## src/pp_pkg.sv

```systemverilog
package pp_pkg;

  // Register indices; the APB byte address is the index shifted left by two
  localparam int IDX_W = 6;
  localparam int BYTE_SHIFT = 2;
  localparam logic [5:0] IDX_TIMER_DATA = 6'h00;
  localparam logic [5:0] IDX_TIMER_DIR = 6'h01;
  localparam logic [5:0] IDX_HIADDR_DIR = 6'h02;
  localparam logic [5:0] IDX_HIADDR_DATA = 6'h04;
  localparam logic [5:0] IDX_DBUS_DATA = 6'h06;
  localparam logic [5:0] IDX_DBUS_DIR = 6'h07;
  localparam logic [5:0] IDX_SERIAL_DATA = 6'h08;
  localparam logic [5:0] IDX_SERIAL_DIR = 6'h09;
  localparam logic [5:0] IDX_ANALOG_DATA = 6'h0A;
  localparam logic [5:0] IDX_PULLUP = 6'h2C;

  // Reset values and field layouts
  localparam logic [7:0] DIR_RST = 8'h00;
  localparam logic [3:0] PULLUP_RST = 4'hF;
  localparam logic [7:0] SERIAL_MASK = 8'h3F;
  localparam logic [7:0] HIADDR_MASK = 8'h7F;
  localparam int PULLUP_HIADDR_BIT = 0;
  localparam int SERIAL_W = 6;
  localparam int PULLUP_W = 4;

  // Timer port bit positions
  localparam int TMR_IC3 = 0;
  localparam int TMR_IC2 = 1;
  localparam int TMR_IC1 = 2;
  localparam int TMR_IC4_OC5 = 3;
  localparam int TMR_OC4 = 4;
  localparam int TMR_OC3 = 5;
  localparam int TMR_OC2 = 6;
  localparam int TMR_PAI = 7;

  // Serial port bit positions
  localparam int SER_RXD = 0;
  localparam int SER_TXD = 1;
  localparam int SER_MISO = 2;
  localparam int SER_MOSI = 3;
  localparam int SER_SCK = 4;
  localparam int SER_SS = 5;

  typedef enum logic [1:0] {
    MODE_SINGLE_CHIP,
    MODE_EXPANDED,
    MODE_BOOTSTRAP,
    MODE_TEST
  } pp_mode_e;

  // Peripheral claim on a port: ownership, drive enable and drive value
  typedef struct packed {
    logic [7:0] en;
    logic [7:0] oe;
    logic [7:0] out;
  } pp_alt_s;

endpackage

```

## src/pp_ports.sv

```systemverilog
// The APB slave port was decided locally.
`timescale 1ns/100ps
// What this block does
// - Timer port: eight bidirectional pins, data+direction.
// - Direction 1 drives pin, 0 leaves input.
// - Direction registers reset to zero.
// - Data registers not reset.
// - Data registers readable and writable anytime, except high-address and data-bus ones in bus modes.
// - Alternate function: writes stored, pin unchanged.
// - Timer port bits routed to timer channels.
// - Bus modes: address port drives high address.
// - Address port bit n is address n+8 for bits 6:0; bit 7 carries no address.
// - Chip modes: address port resets to inputs, selectable pull-ups.
// - Bus modes: data port is data bus.
// - Chip modes: data port resets to inputs.
// - Serial port has only six pins.
// - Serial direction bits 7:6 read zero.
// - Serial port bits routed to SCI and SPI.
// - Analog port: eight input-only pins.
// - Pull-up enable bit switches port pull-ups.
module pp_ports (
  input wire logic pclk,
  input wire logic presetn,
  input wire logic pce,
  input wire logic psel,
  input wire logic penable,
  input wire logic pwrite,
  input wire logic [7:0] paddr,
  input wire logic [31:0] pwdata,
  output logic [31:0] prdata,
  output logic pready,
  output logic pslverr,
  input wire pp_pkg::pp_mode_e op_mode,
  input wire logic [7:0] timer_pin_i,
  output logic [7:0] timer_pin_o,
  output logic [7:0] timer_pin_oe,
  input wire logic [7:0] hiaddr_pin_i,
  output logic [7:0] hiaddr_pin_o,
  output logic [7:0] hiaddr_pin_oe,
  output logic hiaddr_pullup_en,
  input wire logic [7:0] dbus_pin_i,
  output logic [7:0] dbus_pin_o,
  output logic [7:0] dbus_pin_oe,
  input wire logic [5:0] serial_pin_i,
  output logic [5:0] serial_pin_o,
  output logic [5:0] serial_pin_oe,
  input wire logic [7:0] analog_pin_i,
  input wire logic [7:0] timer_alt_en,
  input wire logic [7:0] timer_alt_oe,
  input wire logic [7:3] oc1_mask,
  input wire logic output_compare_one,
  input wire logic output_compare_two,
  input wire logic output_compare_three,
  input wire logic output_compare_four,
  input wire logic output_compare_five,
  output logic input_capture_one,
  output logic input_capture_two,
  output logic input_capture_three,
  output logic input_capture_four,
  output logic pulse_accumulator_input,
  input wire logic sci_alt_en,
  input wire logic first_async_transmit,
  output logic first_async_receive,
  input wire logic [3:0] spi_alt_en,
  input wire logic [3:0] spi_alt_oe,
  input wire logic [3:0] spi_alt_out,
  output logic [3:0] spi_pin_level,
  input wire logic [6:0] ext_addr_hi,
  input wire logic [7:0] ext_data_out,
  input wire logic ext_data_oe,
  output logic [7:0] ext_data_in,
  output logic [7:0] analog_level
);

  ////////////////////////////////////////////////////////////////////////////
  // Mode decode

  logic bus_mode;
  assign bus_mode = (op_mode == pp_pkg::MODE_EXPANDED) ||
                    (op_mode == pp_pkg::MODE_TEST);

  ////////////////////////////////////////////////////////////////////////////
  // APB decode

  logic [5:0] idx;
  logic aligned;
  logic hit_timer_data;
  logic hit_timer_dir;
  logic hit_hiaddr_data;
  logic hit_hiaddr_dir;
  logic hit_dbus_data;
  logic hit_dbus_dir;
  logic hit_serial_data;
  logic hit_serial_dir;
  logic hit_analog;
  logic hit_pullup;
  logic hit_any;
  logic access;
  logic wr_stb;

  assign idx = paddr[7:pp_pkg::BYTE_SHIFT];
  assign aligned = (paddr[pp_pkg::BYTE_SHIFT-1:0] == 2'h0);
  assign hit_timer_data = aligned && (idx == pp_pkg::IDX_TIMER_DATA);
  assign hit_timer_dir = aligned && (idx == pp_pkg::IDX_TIMER_DIR);
  assign hit_hiaddr_data = aligned && !bus_mode &&
                           (idx == pp_pkg::IDX_HIADDR_DATA);
  assign hit_hiaddr_dir = aligned && !bus_mode &&
                          (idx == pp_pkg::IDX_HIADDR_DIR);
  assign hit_dbus_data = aligned && !bus_mode &&
                         (idx == pp_pkg::IDX_DBUS_DATA);
  assign hit_dbus_dir = aligned && !bus_mode &&
                        (idx == pp_pkg::IDX_DBUS_DIR);
  assign hit_serial_data = aligned && (idx == pp_pkg::IDX_SERIAL_DATA);
  assign hit_serial_dir = aligned && (idx == pp_pkg::IDX_SERIAL_DIR);
  assign hit_analog = aligned && (idx == pp_pkg::IDX_ANALOG_DATA);
  assign hit_pullup = aligned && (idx == pp_pkg::IDX_PULLUP);
  assign hit_any = hit_timer_data | hit_timer_dir | hit_hiaddr_data |
                   hit_hiaddr_dir | hit_dbus_data | hit_dbus_dir |
                   hit_serial_data | hit_serial_dir | hit_analog |
                   hit_pullup;

  // The answer is prepared in the setup cycle so read data leaves a flop;
  // a clock enable frozen in the access phase stretches it; one frozen in the setup cycle returns the previous read data and error.
  logic cap_valid_reg;
  logic err_reg;

  assign pready = pce && cap_valid_reg;
  assign access = psel && penable && pready;
  assign wr_stb = access && pwrite && hit_any;

  ////////////////////////////////////////////////////////////////////////////
  // Registers with reset

  logic [7:0] timer_dir_reg;
  logic [7:0] hiaddr_dir_reg;
  logic [7:0] dbus_dir_reg;
  logic [pp_pkg::SERIAL_W-1:0] serial_dir_reg;
  logic [pp_pkg::PULLUP_W-1:0] pullup_reg;

  always_ff @(posedge pclk or negedge presetn) begin
    if (!presetn) begin
      timer_dir_reg <= pp_pkg::DIR_RST;
      hiaddr_dir_reg <= pp_pkg::DIR_RST;
      dbus_dir_reg <= pp_pkg::DIR_RST;
      serial_dir_reg <= pp_pkg::DIR_RST[pp_pkg::SERIAL_W-1:0];
      pullup_reg <= pp_pkg::PULLUP_RST;
    end else if (pce && wr_stb) begin
      if (hit_timer_dir) begin
        timer_dir_reg <= pwdata[7:0];
      end
      if (hit_hiaddr_dir) begin
        hiaddr_dir_reg <= pwdata[7:0];
      end
      if (hit_dbus_dir) begin
        dbus_dir_reg <= pwdata[7:0];
      end
      if (hit_serial_dir) begin
        serial_dir_reg <= pwdata[pp_pkg::SERIAL_W-1:0];
      end
      if (hit_pullup) begin
        pullup_reg <= pwdata[pp_pkg::PULLUP_W-1:0];
      end
    end
  end

  ////////////////////////////////////////////////////////////////////////////
  // Data registers: no reset, plain storage

  logic [7:0] timer_data_reg;
  logic [7:0] hiaddr_data_reg;
  logic [7:0] dbus_data_reg;
  logic [pp_pkg::SERIAL_W-1:0] serial_data_reg;

  always_ff @(posedge pclk) begin
    if (pce && wr_stb) begin
      if (hit_timer_data) begin
        timer_data_reg <= pwdata[7:0];
      end
      if (hit_hiaddr_data) begin
        hiaddr_data_reg <= pwdata[7:0];
      end
      if (hit_dbus_data) begin
        dbus_data_reg <= pwdata[7:0];
      end
      if (hit_serial_data) begin
        serial_data_reg <= pwdata[pp_pkg::SERIAL_W-1:0];
      end
    end
  end

  ////////////////////////////////////////////////////////////////////////////
  // Read path

  logic [7:0] analog_sync;
  logic [7:0] rd_byte;

  assign rd_byte =
    hit_timer_data ? timer_data_reg :
    hit_timer_dir ? timer_dir_reg :
    hit_hiaddr_data ? hiaddr_data_reg :
    hit_hiaddr_dir ? hiaddr_dir_reg :
    hit_dbus_data ? dbus_data_reg :
    hit_dbus_dir ? dbus_dir_reg :
    hit_serial_data ? {2'h0, serial_data_reg} :
    hit_serial_dir ? {2'h0, serial_dir_reg} :
    hit_analog ? analog_sync :
    hit_pullup ? {4'h0, pullup_reg} :
    8'h00;

  always_ff @(posedge pclk or negedge presetn) begin
    if (!presetn) begin
      cap_valid_reg <= 1'b0;
      prdata <= 32'h0000_0000;
      err_reg <= 1'b0;
    end else if (pce) begin
      cap_valid_reg <= psel && !(penable && cap_valid_reg);
      if (psel && !penable) begin
        prdata <= {24'h00_0000, rd_byte};
        err_reg <= !hit_any;
      end
    end
  end

  // Unmapped or hidden offsets answer with an error, read data zero
  assign pslverr = pready && psel && penable && err_reg;

  ////////////////////////////////////////////////////////////////////////////
  // Timer port

  pp_pkg::pp_alt_s timer_alt;
  logic [7:0] timer_level;
  localparam int TMR0_BIT = pp_pkg::TMR_IC3;

  assign timer_alt.en = timer_alt_en;
  assign timer_alt.oe = timer_alt_oe;
  assign timer_alt.out[TMR0_BIT] = 1'b0;
  assign timer_alt.out[pp_pkg::TMR_IC2] = 1'b0;
  assign timer_alt.out[pp_pkg::TMR_IC1] = 1'b0;
  assign timer_alt.out[pp_pkg::TMR_IC4_OC5] =
    oc1_mask[pp_pkg::TMR_IC4_OC5] ? output_compare_one : output_compare_five;
  assign timer_alt.out[pp_pkg::TMR_OC4] =
    oc1_mask[pp_pkg::TMR_OC4] ? output_compare_one : output_compare_four;
  assign timer_alt.out[pp_pkg::TMR_OC3] =
    oc1_mask[pp_pkg::TMR_OC3] ? output_compare_one : output_compare_three;
  assign timer_alt.out[pp_pkg::TMR_OC2] =
    oc1_mask[pp_pkg::TMR_OC2] ? output_compare_one : output_compare_two;
  assign timer_alt.out[pp_pkg::TMR_PAI] =
    oc1_mask[pp_pkg::TMR_PAI] && output_compare_one;

  pp_pin_slice u_timer (
    .pclk(pclk),
    .presetn(presetn),
    .pce(pce),
    .gp_out(timer_data_reg),
    .gp_dir(timer_dir_reg),
    .alt(timer_alt),
    .pin_i(timer_pin_i),
    .pin_o(timer_pin_o),
    .pin_oe(timer_pin_oe),
    .pin_level(timer_level)
  );

  assign input_capture_three = timer_level[pp_pkg::TMR_IC3];
  assign input_capture_two = timer_level[pp_pkg::TMR_IC2];
  assign input_capture_one = timer_level[pp_pkg::TMR_IC1];
  assign input_capture_four = timer_level[pp_pkg::TMR_IC4_OC5];
  assign pulse_accumulator_input = timer_level[pp_pkg::TMR_PAI];

  ////////////////////////////////////////////////////////////////////////////
  // High-address port

  pp_pkg::pp_alt_s hiaddr_alt;

  assign hiaddr_alt.en = bus_mode ? pp_pkg::HIADDR_MASK : 8'h00;
  assign hiaddr_alt.oe = pp_pkg::HIADDR_MASK;
  assign hiaddr_alt.out = {1'b0, ext_addr_hi};

  pp_pin_slice u_hiaddr (
    .pclk(pclk),
    .presetn(presetn),
    .pce(pce),
    .gp_out(hiaddr_data_reg),
    .gp_dir(hiaddr_dir_reg),
    .alt(hiaddr_alt),
    .pin_i(hiaddr_pin_i),
    .pin_o(hiaddr_pin_o),
    .pin_oe(hiaddr_pin_oe),
    .pin_level()
  );

  assign hiaddr_pullup_en = pullup_reg[pp_pkg::PULLUP_HIADDR_BIT] &&
                            !bus_mode;

  ////////////////////////////////////////////////////////////////////////////
  // Data-bus port

  pp_pkg::pp_alt_s dbus_alt;

  // bit n is data line n
  assign dbus_alt.en = bus_mode ? 8'hFF : 8'h00;
  assign dbus_alt.oe = ext_data_oe ? 8'hFF : 8'h00;
  assign dbus_alt.out = ext_data_out;

  pp_pin_slice u_dbus (
    .pclk(pclk),
    .presetn(presetn),
    .pce(pce),
    .gp_out(dbus_data_reg),
    .gp_dir(dbus_dir_reg),
    .alt(dbus_alt),
    .pin_i(dbus_pin_i),
    .pin_o(dbus_pin_o),
    .pin_oe(dbus_pin_oe),
    .pin_level(ext_data_in)
  );

  ////////////////////////////////////////////////////////////////////////////
  // Serial port

  pp_pkg::pp_alt_s serial_alt;
  logic [7:0] serial_o_w;
  logic [7:0] serial_oe_w;
  logic [7:0] serial_level;

  // SCI on 0-1, SPI on 2-5
  assign serial_alt.en = {2'h0, spi_alt_en, sci_alt_en, sci_alt_en};
  assign serial_alt.oe = {2'h0, spi_alt_oe, sci_alt_en, 1'b0};
  assign serial_alt.out = {2'h0, spi_alt_out, first_async_transmit, 1'b0};

  pp_pin_slice u_serial (
    .pclk(pclk),
    .presetn(presetn),
    .pce(pce),
    .gp_out({2'h0, serial_data_reg}),
    .gp_dir({2'h0, serial_dir_reg}),
    .alt(serial_alt),
    .pin_i({2'h0, serial_pin_i}),
    .pin_o(serial_o_w),
    .pin_oe(serial_oe_w),
    .pin_level(serial_level)
  );

  assign serial_pin_o = serial_o_w[pp_pkg::SERIAL_W-1:0];
  assign serial_pin_oe = serial_oe_w[pp_pkg::SERIAL_W-1:0];
  assign first_async_receive = serial_level[pp_pkg::SER_RXD];
  assign spi_pin_level = serial_level[pp_pkg::SER_SS:pp_pkg::SER_MISO];

  ////////////////////////////////////////////////////////////////////////////
  // Analog port: input only

  logic [7:0] analog_meta_reg;
  logic [7:0] analog_sync_reg;

  always_ff @(posedge pclk or negedge presetn) begin
    if (!presetn) begin
      analog_meta_reg <= 8'h00;
      analog_sync_reg <= 8'h00;
    end else if (pce) begin
      analog_meta_reg <= analog_pin_i;
      analog_sync_reg <= analog_meta_reg;
    end
  end

  assign analog_sync = analog_sync_reg;
  assign analog_level = analog_sync_reg;

endmodule

```

## src/pp_pin_slice.sv

```systemverilog
`timescale 1ns/100ps
module pp_pin_slice (
  input wire logic pclk,
  input wire logic presetn,
  input wire logic pce,
  input wire logic [7:0] gp_out,
  input wire logic [7:0] gp_dir,
  input wire pp_pkg::pp_alt_s alt,
  input wire logic [7:0] pin_i,
  output logic [7:0] pin_o,
  output logic [7:0] pin_oe,
  output logic [7:0] pin_level
);

  logic [7:0] meta_reg;
  logic [7:0] sync_reg;
  logic [7:0] out_next;
  logic [7:0] oe_next;

  genvar i;
  generate
    for (i = 0; i < 8; i++) begin : g_bit
      // A peripheral that owns the pin overrides the data register
      assign out_next[i] = alt.en[i] ? alt.out[i] : gp_out[i];
      assign oe_next[i] = alt.en[i] ? alt.oe[i] : gp_dir[i];

      always_ff @(posedge pclk or negedge presetn) begin
        if (!presetn) begin
          meta_reg[i] <= 1'b0;
          sync_reg[i] <= 1'b0;
          pin_o[i] <= 1'b0;
          pin_oe[i] <= 1'b0;
        end else if (pce) begin
          meta_reg[i] <= pin_i[i];
          sync_reg[i] <= meta_reg[i];
          pin_o[i] <= out_next[i];
          pin_oe[i] <= oe_next[i];
        end
      end
    end
  endgenerate

  assign pin_level = sync_reg;

endmodule

```

## config.mk

```make
export PLATFORM = sky130hd
export DESIGN_NAME = pp_ports
export DESIGN_NICKNAME = d
export VERILOG_FILES = /design/src/pp_pkg.sv /design/src/pp_ports.sv /design/src/pp_pin_slice.sv
export SDC_FILE = /design/constraint.sdc
export NUM_CORES = 1
export LEC_CHECK = 0
export BUFFER_PORTS_ARGS = -buffer_cell sky130_fd_sc_hd__buf_2
export CORE_ASPECT_RATIO = 2
export CORE_UTILIZATION = 25
export DETAILED_ROUTE_END_ITERATION = 8
export PLACE_DENSITY_LB_ADDON = 0.08
export SLEW_MARGIN = 20
export SYNTH_ARGS = -nofsm -noshare
export SYNTH_HDL_FRONTEND = slang
export SYNTH_SLANG_ARGS = --single-unit
export TNS_END_PERCENT = 20
```

## constraint.sdc

```tcl
create_clock -name pclk -period 4.3 [get_ports pclk]
set_clock_uncertainty 0.05 [all_clocks]
set_input_delay 0.43 -clock pclk [delete_from_list [all_inputs] [get_ports pclk]]
set_output_delay 0.43 -clock pclk [all_outputs]
set_load 0.02 [all_outputs]
```

==> impl_results.md <==
- Netlist cell types: between 60 and 70
- Synthesized instance count: roughly 700
- H-tree depth: 4
- Vias in the first global route: 6064
- Max_cap viols: 0
- Crit. End Element: register
- DR vias: approximately 5900
- Worst Path Required: ~4300 ps
- Layout cells sized above 1: roughly 39%
- EDFF count, synth: 30
- Slowest cell on crit path: nor4_2
- Routed len/inst: roughly 20 um
- Final Worst Setup Slack: about 1800 ps
- Port Buf Inserts: ~200
- Setup CP Type: primary input to register
- Number of diodes: 0
- Crit start category: primary input
- Starting Density: 25.3%
- R2R Setup Slk: around 2100 ps
- RSZ-0062 raised after global routing: false
- Final Wtd Congestion: 0.797
- HPWL Detailed: 20100 um
- First-pass GRT wire length: 39100 um
- Vias per Instance: between 4 and 5
- Seq/Total Area, Yosys: between 50% and 60%
- Fin. max-slew vios: 0
- Total Wirelength: roughly 26000 um
- CTS sink count: about 190
- Commonest non-fill, non-tap cell in the layout: buf_2
- Worst-path fanout max: 30
- DRT antenna net count: 0
- # resized after CTS: 0
- Syn Area/Cell: around 12 um2
- WP data arrival: approximately 2500 ps
- # setup viols final: 0
- Post-layout min period: around 2500 ps
- Worst path max stage delay: 670 ps
- Status: finished, final reports clean
- Drt pass-1 iters: 4
- Crit path max-delay family: simple AND/OR/NAND/NOR gates
- DR DRC count: 0
- Total GRT Usage: ~16%
- CTS tree: built
- Clock latency on the worst-skew pair: roughly 450 ps
- Cell Rows: 94
- Setup WS pre-CTS: around 1300 ps
- Final nets: ~1000
- GR Overflow Total: 0
- Pin slew with the least headroom to its limit: ~870 ps
- Die area: approximately 0.034 mm2
- Period Utilization, post-route: 57.4%
- Fillers: about 3400
- Synth Cell Area: roughly 0.0083 mm2
- Initial DRC count: between 150 and 200
- Max rail drop VDD: between 0.2 and 0.3 mV
- Clock Path Buffers: 2
- Main synth FF type: dfrtp_1
- PD cells: 411 mW/mm2
- #FFs+latches synth: around 190
- Pin count of the biggest net entering global routing: 67
- Most frequent cells in the layout: buf_2 (199), dfrtp_1 (152), mux2_2 (94)
- Clock-pin slew on the worst setup and hold paths: 60 ps
- Die width: approximately 130 um
- Slew margin rel.: between 40% and 50%
- Endpoints failing hold: 0
- Hold Path Class: primary input to register
- IO Pins: 263
- P_leak: approximately 4.6 nW
- Area grow syn2layout: 23.3%
- Initial antenna violation count: 0
- Async set-reset flop share out of synthesis: a little over four fifths
- Vert. Die Dim: approximately 260 um
- Crit path buffers/inverters: 1
- CP cell instances: buf_2, nor4_2, nand2_1, nor2_1
- CTS root buf: clkbuf_16
- FMAX: about 400 MHz
- Core Region: 0.0328 mm2
- Setup_tns: 0 ps
- Synth warn: 0
- Cts bufs inserted: 17
## routing by layer
layer,wire length (um),vias to the layer above,GRT usage (%)
met4,789,0,7.57
met5,0,-,0
met3,920,38,2.90
met1,9320,2893,16.1
met2,15400,165,31.8
li1,-,2803,-
## synth_stat cells, types with 2 or more instances
cell	n	area share, %
o221ai_1	4	0.42
nor2_1	78	3.5
clkinv_1	2	0.090
a32oi_1	4	0.42
o22ai_1	10	0.75
buf_6	2	0.27
or3_1	3	0.23
dfstp_2	4	1.3
nand4_1	7	0.53
clkbuf_1	14	0.63
a22oi_1	4	0.36
nand3_1	10	0.60
nand2_4	2	0.27
a22o_1	2	0.21
buf_2	5	0.30
mux2i_1	39	4.7
a21oi_1	70	4.2
a31oi_1	4	0.30
nand3b_1	2	0.18
inv_1	12	0.54
mux2_2	94	13
o2bb2ai_1	2	0.21
edfxtp_1	30	11
dfrtp_1	152	46
o21ai_0	14	0.84
nor4_4	2	0.51
a21o_1	4	0.36
a221oi_1	2	0.21
nor3_1	2	0.12
nand2_1	26	1.2
buf_4	25	2.3
and3_1	4	0.30
nand2b_1	3	0.23
and2_1	3	0.23
nor2b_1	5	0.38
buf_1	12	0.54
clkbuf_8	3	0.50
## cell type report
type | count | area (um2) | area share [%]
Sequential cell | 186 | 4810 | 46.9
Tap cell | 432 | 541 | 5.27
Multi-Input combinational cell | 448 | 3170 | 30.9
Timing Repair Buffer | 209 | 1080 | 10.5
Clock buffer | 20 | 458 | 4.47
Inverter | 14 | 52.6 | 0.513
Clock inverter | 12 | 143 | 1.39
## cells by family (layout without fill, tap and decap cells)
| family | Yosys count | after routing | synth area share, % |
|---|---|---|---|
| flip-flops | 186 | 186 | 57.8 |
| AND/OR/NAND/NOR | 159 | 159 | 9.90 |
| buffers and inverters | 75 | 255 | 5.13 |
| other | 1 | 24 | 0.0451 |
| AO/OA/AOI/OAI | 131 | 131 | 9.55 |
| multiplexers | 134 | 134 | 17.6 |
## power breakdown
part,total [W],internal (W),switching (W)
sequential,0.00197,0.00191,0.0000651
clock,0.00165,0.000944,0.000706
combinational,0.000589,0.000215,0.000373
total,0.00421,0.00307,0.00114
## metrics by stage
step	total power, W	hold WS [ps]	util [%]	instance area, um2	std cells
CTS	0.00429	98.2	31.2	10300	1321
global route	0.00441	124	31.2	10300	1321
finish	0.00421	131	31.2	10300	1321
global placement	0.00261	380	29.4	9640	1288
detailed placement	0.00261	378	29.4	9640	1288
floorplan	0.00235	84.4	-	8400	709
## repair_timing
item                      CTS  global route
hold buffers                1             0
hold endpoints to repair   45             0
setup buffers               0             0
## path summary, 6_finish.rpt
check	from	end	depth (start not counted)
setup / recovery	paddr[4]	timer_data_reg[4]	4
hold / removal	timer_alt_en[0]	u_timer.pin_o[0]	2
setup reg to reg	cap_valid_reg	dbus_data_reg[6]	4
hold reg to reg	prdata[7]	prdata[7]	2
max in group asynchronous	presetn	u_dbus.pin_o[4]	3
min in group asynchronous	presetn	u_timer.pin_oe[2]	2
No activity file was read; power rests on OpenSTA's default activity.
